$ cat config.mk
export PLATFORM = sky130hd
export DESIGN_NAME = fcsd_host
export DESIGN_NICKNAME = d
export VERILOG_FILES = /design/src/include/fcsd_pkg.sv /design/src/fcsd_host.sv
export VERILOG_INCLUDE_DIRS = /design/src /design/src/include
export SDC_FILE = /design/constraint.sdc
export NUM_CORES = 1
export LEC_CHECK = 0
export ABC_AREA = 1
export BUFFER_PORTS_ARGS = -buffer_cell sky130_fd_sc_hd__clkbuf_2
export CORE_MARGIN = 1
export CORE_UTILIZATION = 31
export CTS_CLUSTER_SIZE = 40
export DETAILED_ROUTE_END_ITERATION = 12
export GPL_TIMING_DRIVEN = 0
export PLACE_DENSITY = 0.6
export SETUP_SLACK_MARGIN = 0.05
export SYNTH_ARGS = -nofsm -noshare
export SYNTH_HDL_FRONTEND = slang
export SYNTH_SLANG_ARGS = --single-unit
$ cat constraint.sdc
create_clock -name core_clk_i -period 6.1 [get_ports core_clk_i]
set_clock_uncertainty 0.1 [all_clocks]
set_input_delay 1.22 -clock core_clk_i [delete_from_list [all_inputs] [get_ports core_clk_i]]
set_output_delay 1.22 -clock core_clk_i [all_outputs]
set_load 0.005 [all_outputs]
$ cat src/include/fcsd_params.svh
// Constants for the flash command sequence driver: codes, addresses, timing
`ifndef FCSD_PARAMS_SVH
`define FCSD_PARAMS_SVH

// Clock rate and time unit conversion
`define FCSD_CLK_MHZ      125
`define FCSD_NS_PER_US    1000
// Least time in ns rounded up to whole clocks, never below one
`define FCSD_CYC(ns) ((((ns) * `FCSD_CLK_MHZ + `FCSD_NS_PER_US - 1) \
	/ `FCSD_NS_PER_US) < 1 ? 1 : (((ns) * `FCSD_CLK_MHZ \
	+ `FCSD_NS_PER_US - 1) / `FCSD_NS_PER_US))

// Strobe timing in ns (address/data setup, strobe low, strobe high, access)
`define FCSD_TSETUP_NS    20
`define FCSD_TWP_NS       40
`define FCSD_TWPH_NS      30
`define FCSD_TACC_NS      100

// Command cycle addresses, low eleven bits matter, rest driven low
`define FCSD_A_UNLOCK1    21'h0_0555
`define FCSD_A_UNLOCK2    21'h0_02AA
`define FCSD_A_CFI_SHORT  21'h0_0055
`define FCSD_A_ANY        21'h0_0000

// Command data words, upper byte driven low
`define FCSD_D_UNLOCK1    16'h00AA
`define FCSD_D_UNLOCK2    16'h0055
`define FCSD_D_PROGRAM    16'h00A0
`define FCSD_D_ERASE_SET  16'h0080
`define FCSD_D_SECID_QRY  16'h0088
`define FCSD_D_SECID_PRG  16'h00A5
`define FCSD_D_LOCKOUT    16'h0085
`define FCSD_D_PRODID     16'h0090
`define FCSD_D_CFI        16'h0098
`define FCSD_D_EXIT       16'h00F0
`define FCSD_D_SECTOR     16'h0050
`define FCSD_D_BLOCK      16'h0030
`define FCSD_D_CHIP       16'h0010
`define FCSD_D_SUSPEND    16'h00B0
`define FCSD_D_RESUME     16'h0030
`define FCSD_D_ZERO       16'h0000

// Sector and block address fields, last valid security-ID word
`define FCSD_SECTOR_LSB   11
`define FCSD_BLOCK_LSB    15
`define FCSD_SECID_LAST   21'h0_0087

// Write counts per sequence and phase timer width
`define FCSD_N_LONG       3'h6
`define FCSD_N_FOUR       3'h4
`define FCSD_N_THREE      3'h3
`define FCSD_N_ONE        3'h1
`define FCSD_CNT_W        8

`endif

$ cat src/include/fcsd_pkg.sv
// Types shared by the flash command sequence driver and its bench
`default_nettype none
package fcsd_pkg;

	// Operations the user may request
	typedef enum logic [3:0] {
		FCSD_OP_READ      = 4'h0,
		FCSD_OP_PROGRAM   = 4'h1,
		FCSD_OP_SECT_ERA  = 4'h2,
		FCSD_OP_BLK_ERA   = 4'h3,
		FCSD_OP_CHIP_ERA  = 4'h4,
		FCSD_OP_SUSPEND   = 4'h5,
		FCSD_OP_RESUME    = 4'h6,
		FCSD_OP_SECID_QRY = 4'h7,
		FCSD_OP_SECID_PRG = 4'h8,
		FCSD_OP_LOCKOUT   = 4'h9,
		FCSD_OP_PRODID    = 4'hA,
		FCSD_OP_CFI_LONG  = 4'hB,
		FCSD_OP_CFI_SHORT = 4'hC,
		FCSD_OP_EXIT_LONG = 4'hD,
		FCSD_OP_EXIT_SHRT = 4'hE
	} fcsd_op_t;

	// One user request
	typedef struct packed {
		fcsd_op_t    op;
		logic [20:0] addr;
		logic [15:0] data;
	} fcsd_req_t;

	// One bus write of a sequence
	typedef struct packed {
		logic [20:0] addr;
		logic [15:0] data;
	} fcsd_step_t;

	// Flash pin outputs; dq_oe_n low while driving the data bus
	typedef struct packed {
		logic        ce_n;
		logic        oe_n;
		logic        we_n;
		logic [20:0] addr;
		logic [15:0] dq;
		logic        dq_oe_n;
	} fcsd_bus_t;

endpackage
`default_nettype wire

$ cat src/fcsd_host.sv
// Host controller that drives flash command sequences and reads
`include "fcsd_params.svh"
`default_nettype none

// What this block does
// - Every multi-write sequence opens with two unlock writes
// - Third write at 555H carries command code
// - Program fourth write gives address and word
// - Erase repeats unlock pair as writes four, five
// - Sixth write picks sector, block or chip
// - Security program only inside valid word range
// - Lock-out is 85H then 0000H anywhere
// - Suspend, resume, short CFI single writes
module fcsd_host #(
	parameter int TSETUP_CYC = `FCSD_CYC(`FCSD_TSETUP_NS),
	parameter int TWP_CYC    = `FCSD_CYC(`FCSD_TWP_NS),
	parameter int TWPH_CYC   = `FCSD_CYC(`FCSD_TWPH_NS),
	parameter int TACC_CYC   = `FCSD_CYC(`FCSD_TACC_NS)
) (
	input  wire logic              core_clk_i,  // System clock
	input  wire logic              rst_n_i,     // Sync reset, low
	input  wire logic              req_valid_i, // Request offered
	input  wire fcsd_pkg::fcsd_req_t req_i,     // Request contents
	output logic                   req_ready_o, // Idle, takes request
	output logic                   done_o,      // Request finished
	output logic                   err_o,       // Request refused
	output logic [15:0]            rdata_o,     // Read result
	output fcsd_pkg::fcsd_bus_t    bus_o,       // Flash pins out
	input  wire logic [15:0]       dq_i         // Flash data pins in
);
	import fcsd_pkg::*;

	////////////////////////////////////////////////////////////////////////
	// Types, constants, state
	// Sequencer states
	typedef enum logic [4:0] {
		ST_IDLE  = 5'b00001,
		ST_SETUP = 5'b00010,
		ST_WLOW  = 5'b00100,
		ST_WHIGH = 5'b01000,
		ST_READ  = 5'b10000
	} fcsd_state_t;

	localparam int CW = `FCSD_CNT_W;
	localparam logic [CW-1:0] SETUP_LD = CW'(TSETUP_CYC - 1);
	localparam logic [CW-1:0] WP_LD    = CW'(TWP_CYC - 1);
	localparam logic [CW-1:0] WPH_LD   = CW'(TWPH_CYC - 1);
	localparam logic [CW-1:0] ACC_LD   = CW'(TACC_CYC - 1);

	fcsd_state_t     state_q;     // Sequencer state
	fcsd_req_t       req_q;       // Latched request
	logic [2:0]      idx_q;       // Current write index
	logic [CW-1:0]   cnt_q;       // Phase timer
	fcsd_bus_t       bus_q;       // Registered pins
	logic            ready_q;     // Idle flag
	logic            done_q;      // Finish pulse
	logic            err_q;       // Refusal pulse
	logic [15:0]     rdata_q;     // Read capture
	logic [15:0]     dq_s1_q;     // Sync stage one
	logic [15:0]     dq_s2_q;     // Sync stage two
	logic [15:0]     dq_s3_q;     // Sync stage three
	fcsd_step_t      step_d;      // Next write to issue
	logic [2:0]      nxt_idx;     // Index after current
	logic            last_wr;     // Current write ends sequence
	logic            secid_bad;   // Security address outside range

	////////////////////////////////////////////////////////////////////////
	// Sequence tables
	// Number of bus writes per operation
	function automatic logic [2:0] n_writes(fcsd_op_t op);
		case (op)
			FCSD_OP_SECT_ERA, FCSD_OP_BLK_ERA,
			FCSD_OP_CHIP_ERA:  n_writes = `FCSD_N_LONG;
			FCSD_OP_PROGRAM, FCSD_OP_SECID_PRG,
			FCSD_OP_LOCKOUT:   n_writes = `FCSD_N_FOUR;
			FCSD_OP_SUSPEND, FCSD_OP_RESUME, FCSD_OP_CFI_SHORT,
			FCSD_OP_EXIT_SHRT: n_writes = `FCSD_N_ONE;
			default:           n_writes = `FCSD_N_THREE;
		endcase
	endfunction

	// Command code of the third write
	function automatic logic [15:0] code_of(fcsd_op_t op);
		case (op)
			FCSD_OP_PROGRAM:   code_of = `FCSD_D_PROGRAM;
			FCSD_OP_SECID_QRY: code_of = `FCSD_D_SECID_QRY;
			FCSD_OP_SECID_PRG: code_of = `FCSD_D_SECID_PRG;
			FCSD_OP_LOCKOUT:   code_of = `FCSD_D_LOCKOUT;
			FCSD_OP_PRODID:    code_of = `FCSD_D_PRODID;
			FCSD_OP_CFI_LONG:  code_of = `FCSD_D_CFI;
			FCSD_OP_EXIT_LONG: code_of = `FCSD_D_EXIT;
			default:           code_of = `FCSD_D_ERASE_SET;
		endcase
	endfunction

	// Address and data of write number idx
	function automatic fcsd_step_t step_of(fcsd_req_t r, logic [2:0] idx);
		fcsd_step_t s;
		s = '{`FCSD_A_UNLOCK1, `FCSD_D_UNLOCK1};
		case (r.op)
			// Single-write commands, address mostly free
			FCSD_OP_SUSPEND:   s = '{`FCSD_A_ANY, `FCSD_D_SUSPEND};
			FCSD_OP_RESUME:    s = '{`FCSD_A_ANY, `FCSD_D_RESUME};
			FCSD_OP_CFI_SHORT: s = '{`FCSD_A_CFI_SHORT, `FCSD_D_CFI};
			FCSD_OP_EXIT_SHRT: s = '{`FCSD_A_ANY, `FCSD_D_EXIT};
			default: begin
				case (idx)
					// Second unlock word, also fifth for erase
					3'h1, 3'h4:
						s = '{`FCSD_A_UNLOCK2, `FCSD_D_UNLOCK2};
					// Command code at 555H
					3'h2: s.data = code_of(r.op);
					// Program target, lock-out zero, or erase re-unlock
					3'h3: begin
						if (r.op == FCSD_OP_PROGRAM ||
						    r.op == FCSD_OP_SECID_PRG) begin
							s.addr = r.addr;
							s.data = r.data;
						end else if (r.op == FCSD_OP_LOCKOUT) begin
							s.addr = r.addr;
							s.data = `FCSD_D_ZERO;
						end
					end
					// Erase type selection
					3'h5: begin
						if (r.op == FCSD_OP_SECT_ERA) begin
							s.addr = {r.addr[20:`FCSD_SECTOR_LSB],
							          `FCSD_SECTOR_LSB'(0)};
							s.data = `FCSD_D_SECTOR;
						end else if (r.op == FCSD_OP_BLK_ERA) begin
							s.addr = {r.addr[20:`FCSD_BLOCK_LSB],
							          `FCSD_BLOCK_LSB'(0)};
							s.data = `FCSD_D_BLOCK;
						end else begin
							s.data = `FCSD_D_CHIP;
						end
					end
					// First unlock word; erase fourth write keeps it via index three
					default: s = '{`FCSD_A_UNLOCK1, `FCSD_D_UNLOCK1};
				endcase
			end
		endcase
		step_of = s;
	endfunction

	////////////////////////////////////////////////////////////////////////
	// Combinational helpers
	// Next write, end of sequence, range check
	always_comb begin
		nxt_idx   = idx_q + 3'h1;
		last_wr   = (nxt_idx == n_writes(req_q.op));
		step_d    = step_of(req_q, nxt_idx);
		secid_bad = (req_i.op == FCSD_OP_SECID_PRG) &&
		            (req_i.addr > `FCSD_SECID_LAST);
	end

	////////////////////////////////////////////////////////////////////////
	// Data pin synchroniser
	// Three stages; second and third must agree before use
	always_ff @(posedge core_clk_i) begin
		if (!rst_n_i) begin
			dq_s1_q <= 16'h0000;
			dq_s2_q <= 16'h0000;
			dq_s3_q <= 16'h0000;
		end else begin
			dq_s1_q <= dq_i;
			dq_s2_q <= dq_s1_q;
			dq_s3_q <= dq_s2_q;
		end
	end

	////////////////////////////////////////////////////////////////////////
	// Sequencer
	// Bus cycle state machine and pin drive
	always_ff @(posedge core_clk_i) begin
		if (!rst_n_i) begin
			state_q <= ST_IDLE;
			req_q   <= '0;
			idx_q   <= 3'h0;
			cnt_q   <= '0;
			bus_q   <= '{ce_n: 1'b1, oe_n: 1'b1, we_n: 1'b1,
			             addr: 21'h0_0000, dq: 16'h0000, dq_oe_n: 1'b1};
			ready_q <= 1'b0;
			done_q  <= 1'b0;
			err_q   <= 1'b0;
			rdata_q <= 16'h0000;
		end else begin
			done_q <= 1'b0;
			err_q  <= 1'b0;
			case (state_q)
				// Wait for a request
				ST_IDLE: begin
					ready_q <= 1'b1;
					if (req_valid_i && ready_q) begin
						ready_q <= 1'b0;
						if (secid_bad) begin
							// Out-of-range target refused on the spot
							done_q  <= 1'b1;
							err_q   <= 1'b1;
							ready_q <= 1'b1;
						end else if (req_i.op == FCSD_OP_READ) begin
							req_q      <= req_i;
							bus_q.addr <= req_i.addr;
							bus_q.ce_n <= 1'b0;
							bus_q.oe_n <= 1'b0;
							cnt_q      <= ACC_LD;
							state_q    <= ST_READ;
						end else begin
							req_q         <= req_i;
							idx_q         <= 3'h0;
							bus_q.addr    <= step_of(req_i, 3'h0).addr;
							bus_q.dq      <= step_of(req_i, 3'h0).data;
							bus_q.dq_oe_n <= 1'b0;
							bus_q.ce_n    <= 1'b0;
							bus_q.oe_n    <= 1'b1;
							cnt_q         <= SETUP_LD;
							state_q       <= ST_SETUP;
						end
					end
				end
				// Address and data settle before the strobe
				ST_SETUP: begin
					if (cnt_q != '0) begin
						cnt_q <= cnt_q - CW'(1);
					end else begin
						bus_q.we_n <= 1'b0;
						cnt_q      <= WP_LD;
						state_q    <= ST_WLOW;
					end
				end
				// Strobe low; rising edge latches the write
				ST_WLOW: begin
					if (cnt_q != '0) begin
						cnt_q <= cnt_q - CW'(1);
					end else begin
						bus_q.we_n <= 1'b1;
						cnt_q      <= WPH_LD;
						state_q    <= ST_WHIGH;
					end
				end
				// Strobe high recovery, then next write or finish
				ST_WHIGH: begin
					if (cnt_q != '0) begin
						cnt_q <= cnt_q - CW'(1);
					end else if (last_wr) begin
						bus_q.ce_n    <= 1'b1;
						bus_q.dq_oe_n <= 1'b1;
						done_q        <= 1'b1;
						ready_q       <= 1'b1;
						state_q       <= ST_IDLE;
					end else begin
						idx_q      <= nxt_idx;
						bus_q.addr <= step_d.addr;
						bus_q.dq   <= step_d.data;
						cnt_q      <= SETUP_LD;
						state_q    <= ST_SETUP;
					end
				end
				// Read access, capture once synchronised data is steady
				ST_READ: begin
					if (cnt_q != '0) begin
						cnt_q <= cnt_q - CW'(1);
					end else if (dq_s2_q == dq_s3_q) begin
						rdata_q    <= dq_s3_q;
						bus_q.ce_n <= 1'b1;
						bus_q.oe_n <= 1'b1;
						done_q     <= 1'b1;
						ready_q    <= 1'b1;
						state_q    <= ST_IDLE;
					end
				end
				default: state_q <= ST_IDLE;
			endcase
		end
	end

	////////////////////////////////////////////////////////////////////////
	// Outputs, all from flip-flops
	assign req_ready_o = ready_q;
	assign done_o      = done_q;
	assign err_o       = err_q;
	assign rdata_o     = rdata_q;
	assign bus_o       = bus_q;

endmodule
`default_nettype wire

==> metrics.md, run 1 <==
| Metric | Value |
|---|---|
| Crit path arrival time | approximately 3.3 ns |
| Max_slew headroom | 0.2654 |
| Average vias per placed instance | roughly 4.6 |
| First-pass GRT wire length | about 36 mm |
| Power Density | approximately 420 nW/um^2 |
| CP Capture Type | flop |
| CP cell instances | clkbuf_2 > nor2_1 > nand3_1 > nor2_1 > nand3_1 > nand3_1 > nand2_2 > nand2_1 > nand3_1 > ha_1 > nand4_1 > nand3_1 > nand2_1 |
| Setup TNS | 0 ns |
| Synthesized Nets | around 1,200 |
| Die area | 25,910 sq um |
| Drt initial violations | a little under 500 |
| Yosys reg bits | between 150 and 200 |
| Commonest non-fill, non-tap cells in the layout | 234 x nand2_1, 168 x dfxtp_1, 163 x inv_1 |
| Sw Ratio | 0.4053 |
| Clock Sinks | about 170 |
| Final Setup Violations | 0 |
| Final WL | 22.87 mm |
| Ys async rst share | 0 |
| CTS buffer count | 17 |
| Area occupied by multi-input gates | around 3600 sq um |
| Slowest CP cell | ha_1 |
| CTS tree | yes |
| Mapped Cells | roughly 1,100 |
| Layout cells sized above 1 | 0.1576 |
| Largest net degree at the start of global routing | 20 |
| Resized Gates After CTS | 0 |
| Vias | 7,402 |
| Initial antenna violation count | 1 |
| CTS root buf | clkbuf_16 |
| Max-cap violations | 0 |
| Worst IR drop on VDD | 0.0001720 V |
| Seq pwr share | 0.354 |
| Global-route congestion overflow total | 0 |
| CTS hold repair buffers | 0 |
| Post-route ant nets | 0 |
| # rows | between 50 and 60 |
| Outcome | complete, no violations |
| Yosys warnings | 0 |
| Clock share of power | 0.278 |
| WP data required | around 6.3 ns |
| Setup bufs post-CTS | 0 |
| Port Buffer Count | around 120 |
| Register area share after synthesis | 0.4294 |
| Gpl congestion | slightly below 0.9 |
| DR WL/cell | 14.23 microns |
| HP Class | flop to flop |
| # fillers | around 2,600 |
| Die Width | 161.0 microns |
| # DRC | 0 |
| Initial DRT Pass Iterations | 5 |
| Internal Power | about 2.3 mW |
| Worst path max stage delay | 0.39 ns |
| Post-synth top flop | dfxtp_1 |
| Delay-heaviest family, CP | simple AND/OR/NAND/NOR gates |
| Cell mode on critical path | nand3_1 |
| Period utilisation layout | 0.5094 |
| Vias in the first global route | 6,897 |
| Worst-margin pin slew | approximately 1.1 ns |
| H-tree levels | 4 |
| Power share of the combinational group | 0.368 |
| Die height | around 160 microns |
| Global Route Usage Sum | 0.1786 |
| Final Max Slew Viols | 0 |
| Sequential cell area | between 3000 and 4000 sq um |
| Layout area overhead | 20.43% |
| Power Total | 3.949 mW |
| Bufs and invs on worst path | 1 |
| RSZ-0062 raised after global routing | false |
| Leak pwr | between 4 and 5 nW |
| Crit path time final | 3.107 ns |
| Clock-pin transition on the worst setup and hold timing paths | ~0.080 ns |
| Syn Std Cell Area | approximately 8000 sq um |
| Switch Pwr | 1.601 mW |
| I/O pin cnt | between 100 and 150 |
| Bufs on Longest Clock Path | 2 |
| Critical path launch point type | input pin |
| Final nets | between 1,000 and 1,500 |
| EDFF count, synth | 0 |
| Core area | ~25,000 sq um |
| CP Max Fanout | 9 |
| Mapped Avg Cell Area | around 6.9 sq um |
| Initial Util | 0.3193 |
| Most common cell after layout, fill and taps aside | nand2_1 |
| Max Fclk | 321.8 MHz |
| Count of different cell masters after synthesis | 45 |
| Critical path type | input pin to flop |
| Clk_lat worst skew | approximately 0.44 ns |
| Estimated wirelength of the detail-placed design | ~17 mm |
| Final Hold Fails | 0 |
## worst paths after layout
| path | cells past startpoint | startpoint | slack (ns) | endpoint |
|---|---|---|---|---|
| hold reg to reg | 2 | dq_s1_q[10]$_SDFF_PN0_ | 0.31 | dq_s2_q[10]$_SDFF_PN0_ |
| hold / removal | 2 | dq_s1_q[10]$_SDFF_PN0_ | 0.31 | dq_s2_q[10]$_SDFF_PN0_ |
| setup / recovery | 13 | req_i[29] | 2.99 | flop |
| setup reg to reg | 11 | idx_q[0]$_SDFFE_PN0P_ | 3.37 | bus_o[36]$_SDFFE_PN0P_ |
## worst min-delay path: cells and delay by family, from the launching register on
kind                   cells  cell delay (ns)
flip-flops                 1             0.31
AND/OR/NAND/NOR            1             0.05
buffers and inverters      1             0.04
## per-layer routing
layer / wire length [microns] / up-vias / GRT usage / part of all wire
met5: 0 / - / 0 / 0
met4: 320 / 0 / 0.05703 / 0.014
met3: 1212 / 30 / 0.04210 / 0.053
met2: 10070 / 188 / 0.2776 / 0.44
met1: 11270 / 3327 / 0.2427 / 0.49
li1: - / 3857 / - / -
## sequential cells by signal, summed over array words and instances, names as in the netlist, 5 cells and up, named ones only
name	count
bus_o	41
cnt_q	8
dq_s1_q	16
dq_s2_q	16
dq_s3_q	16
rdata_o	16
req_q	41
state_q	5
## Yosys cell counts (2+ instances only)
| cell | n | share of area |
|---|---|---|
| dfxtp_1 | 168 | 0.43 |
| nand4_4 | 2 | 0.0054 |
| nand4_1 | 14 | 0.011 |
| nor3_1 | 7 | 0.0045 |
| buf_6 | 4 | 0.0058 |
| o21a_1 | 2 | 0.0019 |
| a31oi_1 | 2 | 0.0016 |
| nor2_4 | 5 | 0.0072 |
| o211ai_1 | 3 | 0.0029 |
| buf_2 | 5 | 0.0032 |
| inv_4 | 3 | 0.0024 |
| nand2_2 | 7 | 0.0056 |
| inv_1 | 163 | 0.078 |
| nand2_4 | 2 | 0.0029 |
| a21oi_1 | 81 | 0.052 |
| buf_4 | 2 | 0.0019 |
| xnor2_1 | 9 | 0.010 |
| ha_1 | 9 | 0.014 |
| o21ai_1 | 7 | 0.0045 |
| inv_2 | 7 | 0.0034 |
| nor2_1 | 154 | 0.074 |
| nand3_1 | 69 | 0.044 |
| xor2_1 | 12 | 0.013 |
| buf_1 | 3 | 0.0014 |
| clkbuf_1 | 27 | 0.013 |
| nor3_2 | 2 | 0.0026 |
| o31ai_1 | 3 | 0.0029 |
| o21ai_0 | 104 | 0.066 |
| nor2_2 | 6 | 0.0048 |
| nand2_1 | 234 | 0.11 |
## kinds of logic (layout without fill, tap and decap cells)
| group | after synthesis | after routing | share of synthesized area |
|---|---|---|---|
| adder cells (fa/ha/maj) | 9 | 9 | 0.01438 |
| buffers and inverters | 214 | 365 | 0.1091 |
| AND/OR/NAND/NOR | 508 | 508 | 0.2823 |
| flip-flops | 168 | 168 | 0.4294 |
| XOR/XNOR | 21 | 21 | 0.02348 |
| other | 0 | 1 | 0 |
| AO/OA/AOI/OAI | 211 | 211 | 0.1414 |
## stage by stage
| stage | area (sq um) | hold WS, ns | setup WS, ns | util | instances |
|---|---|---|---|---|---|
| floorplan | 7833 | 0.2905 | 3.208 | - | 1131 |
| global placement | 8833 | 0.2972 | 2.652 | 0.3601 | 1574 |
| detailed placement | 8833 | 0.2990 | 2.601 | 0.3601 | 1574 |
| CTS | 9430 | 0.3110 | 3.057 | 0.3844 | 1606 |
| global route | 9433 | 0.3218 | 2.825 | 0.3845 | 1607 |
| finish | 9433 | 0.3141 | 2.993 | 0.3845 | 1607 |
## final cells by class
cell class | count | area share
Antenna cell | 1 | 0.0002653
Sequential cell | 168 | 0.3565
Clock inverter | 15 | 0.01817
Clock buffer | 17 | 0.04510
Timing Repair Buffer | 119 | 0.06314
Buffer | 41 | 0.02096
Multi-Input combinational cell | 749 | 0.3832
Inverter | 173 | 0.06964
Tap cell | 324 | 0.04298
## power by group through the flow
stage | Clock (mW) | Combinational, mW | Sequential, mW
2_1_floorplan | 0 | 1.02 | 1.41
3_3_place_gp | 0 | 1.43 | 1.42
3_5_place_dp | 0 | 1.45 | 1.42
4_1_cts | 1.12 | 1.46 | 1.40
5_1_grt | 1.16 | 1.65 | 1.42
6_report | 1.10 | 1.45 | 1.40
Power figures use the tool's default switching activity.
==> run 2: changes to the inputs <==
ABC_AREA = 0   (was 1)
PLACE_DENSITY = 0.62   (was 0.6)
clock period = 2.7 ns   (was 6.1 ns; I/O delays follow)
==> run 2 against run 1 <==
  * The run now ends with negative setup slack left
  * Global-route usage increased by 0.13 points
  * Die area down 4.3%
  * Non-clock buffer count grew 34
  * Clock-buffer cell count is 1 higher
  * Total power rose by 56%
  * Synthesized area down 4.3%
  * Setup slack worse by 3.2 ns
  * First-iteration DRC count shrank 8.9%
  * Register-to-register slack worse by 3.6 ns
  * Final cell count down 15%
  * Synthesized cell count shrank 22%
  * Core utilization grew 1.5 points
  * Highest routed layer unchanged
==> metrics.md, run 2 <==
| Metric | Value |
|---|---|
| Max Fclk | about 340 MHz |
| CTS hold repair buffers | 0 |
| Post-synth top flop | dfxtp_1 |
| Grt met3 use | 0.04681 |
| Antenna fix cells | 0 |
| Drt initial violations | 441 |
| Clk_lat worst skew | 0.43 ns |
| Largest net degree at the start of global routing | 19 |
| WP data required | slightly below 3 ns |
| Core area | ~24,000 sq um |
| Internal Power | roughly 4.3 mW |
| Synthesized Nets | between 900 and 1,000 |
| Die height | around 160 microns |
| Crit path arrival time | ~3.1 ns |
| Estimated wirelength of the detail-placed design | approximately 16 mm |
| # DRC | 0 |
| Worst IR drop on VDD | ~0.00033 V |
| Gpl congestion | 0.9244 |
| Count of different cell masters after synthesis | 75 |
| HP Class | input pin to flop |
| CP Max Fanout | 4 |
| Critical path type | flop to flop |
| Final Max Slew Viols | 0 |
| Layout cells sized above 1 | 0.2345 |
| Post-route ant nets | 0 |
| CTS root buf | clkbuf_16 |
| Clock Sinks | approximately 170 |
| Top post-synthesis cells by area | dfxtp_1 45%, nand2_1 6.4%, a21oi_1 5.4%, and2_1 4.1%, o21ai_0 3.5% |
| # fillers | between 2,000 and 2,500 |
| GR Util met2 | 0.2828 |
| Max_slew headroom | 0.4916 |
| R2R Path Start | state_q[2]$_SDFFE_PN0P_ |
| Final nets | 1,105 |
| Port Buffer Count | around 120 |
| Power Density | about 650 nW/um^2 |
| Initial Util | 0.3173 |
| Die Width | ~160 microns |
| I/O pin cnt | 120 |
| Global-route congestion overflow total | 0 |
| Mapped Avg Cell Area | between 8 and 9 sq um |
| Synth area leader | dfxtp_1 |
| DR WL/cell | approximately 16 microns |
| Final Setup Violations | 3 |
| Layout area overhead | 25.96% |
| CTS buffer count | 17 |
| Most common cell after layout, fill and taps aside | dfxtp_1 |
| Outcome | finished with violations |
| RSZ-0062 raised after global routing | true |
| Leak pwr | approximately 3.9 nW |
| Clock share of power | 0.391 |
| Register area share after synthesis | 0.4488 |
| Final Hold Fails | 0 |
| Seq pwr share | 0.442 |
| Initial antenna violation count | 0 |
| Global Route Usage Sum | 0.1800 |
| Critical path launch point type | flop |
| Yosys warnings | 0 |
| Setup slack, reg-to-reg | -0.21 ns |
| Bufs on Longest Clock Path | 2 |
| Failing checks | negative setup slack |
| Initial DRT Pass Iterations | 5 |
| Area occupied by multi-input gates | approximately 4000 sq um |
| Met1 usage | 0.2343 |
| CP Capture Type | flop |
| Most common cell in the netlist | dfxtp_1 |
| Die area | about 25,000 sq um |
| Power share of the combinational group | 0.167 |
| Sequential cell area | around 3400 sq um |
| H-tree levels | 4 |
| Top post-synthesis cells by count | 168 x dfxtp_1, 127 x nand2_1, 81 x a21oi_1 |
| Area fraction of the dominant cell type after synthesis | 0.4488 |
| Top Usage Layer GRT | met2 |
| Setup WS post-layout | -0.2056 ns |
| # rows | 56 |
| Sw Ratio | 0.3001 |
| Period utilisation layout | 1.076 |
| Vias | around 7,000 |
| Hold_ws | between 0.2 and 0.25 ns |
| Yosys reg bits | 168 |
| Max-cap violations | 0 |
| Mapped Cells | 880 |
| First-pass GRT wire length | approximately 34 mm |
| Vias in the first global route | ~6,400 |
| Worst-margin pin slew | 0.7626 ns |
| CTS tree | yes |
| Ys async rst share | 0 |
| Power Total | just over 6 mW |
| Reg2Reg Depth | 10 |
| Switch Pwr | ~1.9 mW |
| Syn Std Cell Area | 7493 sq um |
| EDFF count, synth | 0 |
| Crit path time final | just under 3 ns |
| Final WL | ~22 mm |
| Average vias per placed instance | about 5.1 |
| Commonest non-fill, non-tap cells in the layout | 162 x dfxtp_1, 126 x nand2_1, 122 x clkbuf_2 |
| Start point of the critical path | state_q[2]$_SDFFE_PN0P_ |
| Clock-pin transition on the worst setup and hold timing paths | around 0.07 ns |
## run 2: changes by cell type after synthesis, moves of 10 or more
cell	before	now
nand2_1	234	127
and2_1	0	49
o21ai_0	104	53
nand3_1	69	37
clkbuf_1	27	41
nor4_1	0	10
nor2_1	154	63
mux2i_1	0	21
a221oi_1	0	11
inv_1	163	13
## run 2: kinds of logic (layout without fill, tap and decap cells)
kind of cell	after synthesis	in the layout	synth area share
AO/OA/AOI/OAI	229	229	0.1964
multiplexers	23	23	0.03106
AND/OR/NAND/NOR	354	354	0.2341
XOR/XNOR	26	26	0.03239
flip-flops	168	168	0.4488
adder cells (fa/ha/maj)	10	10	0.01636
buffers and inverters	70	239	0.04091
## run 2: through the flow
step                        util  instance area [sq um]  std cells  worst slack [ns]  TNS (ns)
final                     0.3997                   9439       1368           -0.2056   -0.2870
after global routing      0.3997                   9439       1368           -0.2753   -0.7780
after CTS                 0.3914                   9241       1355           -0.2225   -0.3062
after detailed placement  0.3604                   8509       1317           -0.6358    -14.65
after global placement    0.3604                   8509       1317           -0.6135    -13.83
after floorplan                -                   7520        880           -0.2304   -0.2469
## run 2: timing repair
| action | in CTS | in global routing |
|---|---|---|
| resized for setup | 28 | 24 |
| pin swaps | 9 | 13 |
| endpoints found under the setup margin | 61 | 54 |
| setup buffers | 9 | 14 |
## run 2: worst min-delay path by stage
stage / from / end / depth (start not counted) / slack (ns)
after floorplan: dq_s1_q[0]$_SDFF_PN0_ / dq_s2_q[0]$_SDFF_PN0_ / 1 / 0.31
after global placement: dq_s1_q[8]$_SDFF_PN0_ / dq_s2_q[8]$_SDFF_PN0_ / 1 / 0.31
after detailed placement: dq_s1_q[8]$_SDFF_PN0_ / dq_s2_q[8]$_SDFF_PN0_ / 1 / 0.32
after CTS: dq_i[0] / dq_s1_q[0]$_SDFF_PN0_ / 2 / 0.21
after global routing: dq_i[0] / dq_s1_q[0]$_SDFF_PN0_ / 2 / 0.21
final: dq_i[1] / dq_s1_q[1]$_SDFF_PN0_ / 2 / 0.22
## run 2: critical path, cell delays in order (launching register included)
cell and delay (ns):
dfxtp_4 0.34, or4b_4 0.57, or3_4 0.37, a21oi_4 0.15, nor2_4 0.07, mux2i_2 0.15
nand2b_4 0.18, ha_4 0.30, a211oi_2 0.06, a211o_1 0.28, a32o_1 0.21
## run 2: final cells by class
class	count	area share
well taps	319	0.04229
inverters	13	0.005170
multi-input cells	642	0.4246
clock buffers	18	0.04653
plain buffers	53	0.02638
clock inverters	14	0.01630
flip-flops and latches	168	0.3579
repair buffers	141	0.08086
## run 2: per-layer routing
layer / wire (microns) / share of wire / vias up
li1: - / - / 3417
met1: 10320 / 0.46 / 3257
met2: 9834 / 0.44 / 246
met3: 1497 / 0.067 / 39
met4: 547 / 0.025 / 0
met5: 0 / 0 / -
## run 2: power by group through the flow
| stage | Combinational [mW] | Clock, mW | Sequential (mW) |
|---|---|---|---|
| 3_3_place_gp | 0.897 | 0 | 2.78 |
| 4_1_cts | 0.961 | 2.47 | 2.72 |
| 2_1_floorplan | 0.577 | 0 | 2.76 |
| 3_5_place_dp | 0.900 | 0 | 2.78 |
| 6_report | 1.03 | 2.42 | 2.73 |
| 5_1_grt | 1.12 | 2.56 | 2.74 |
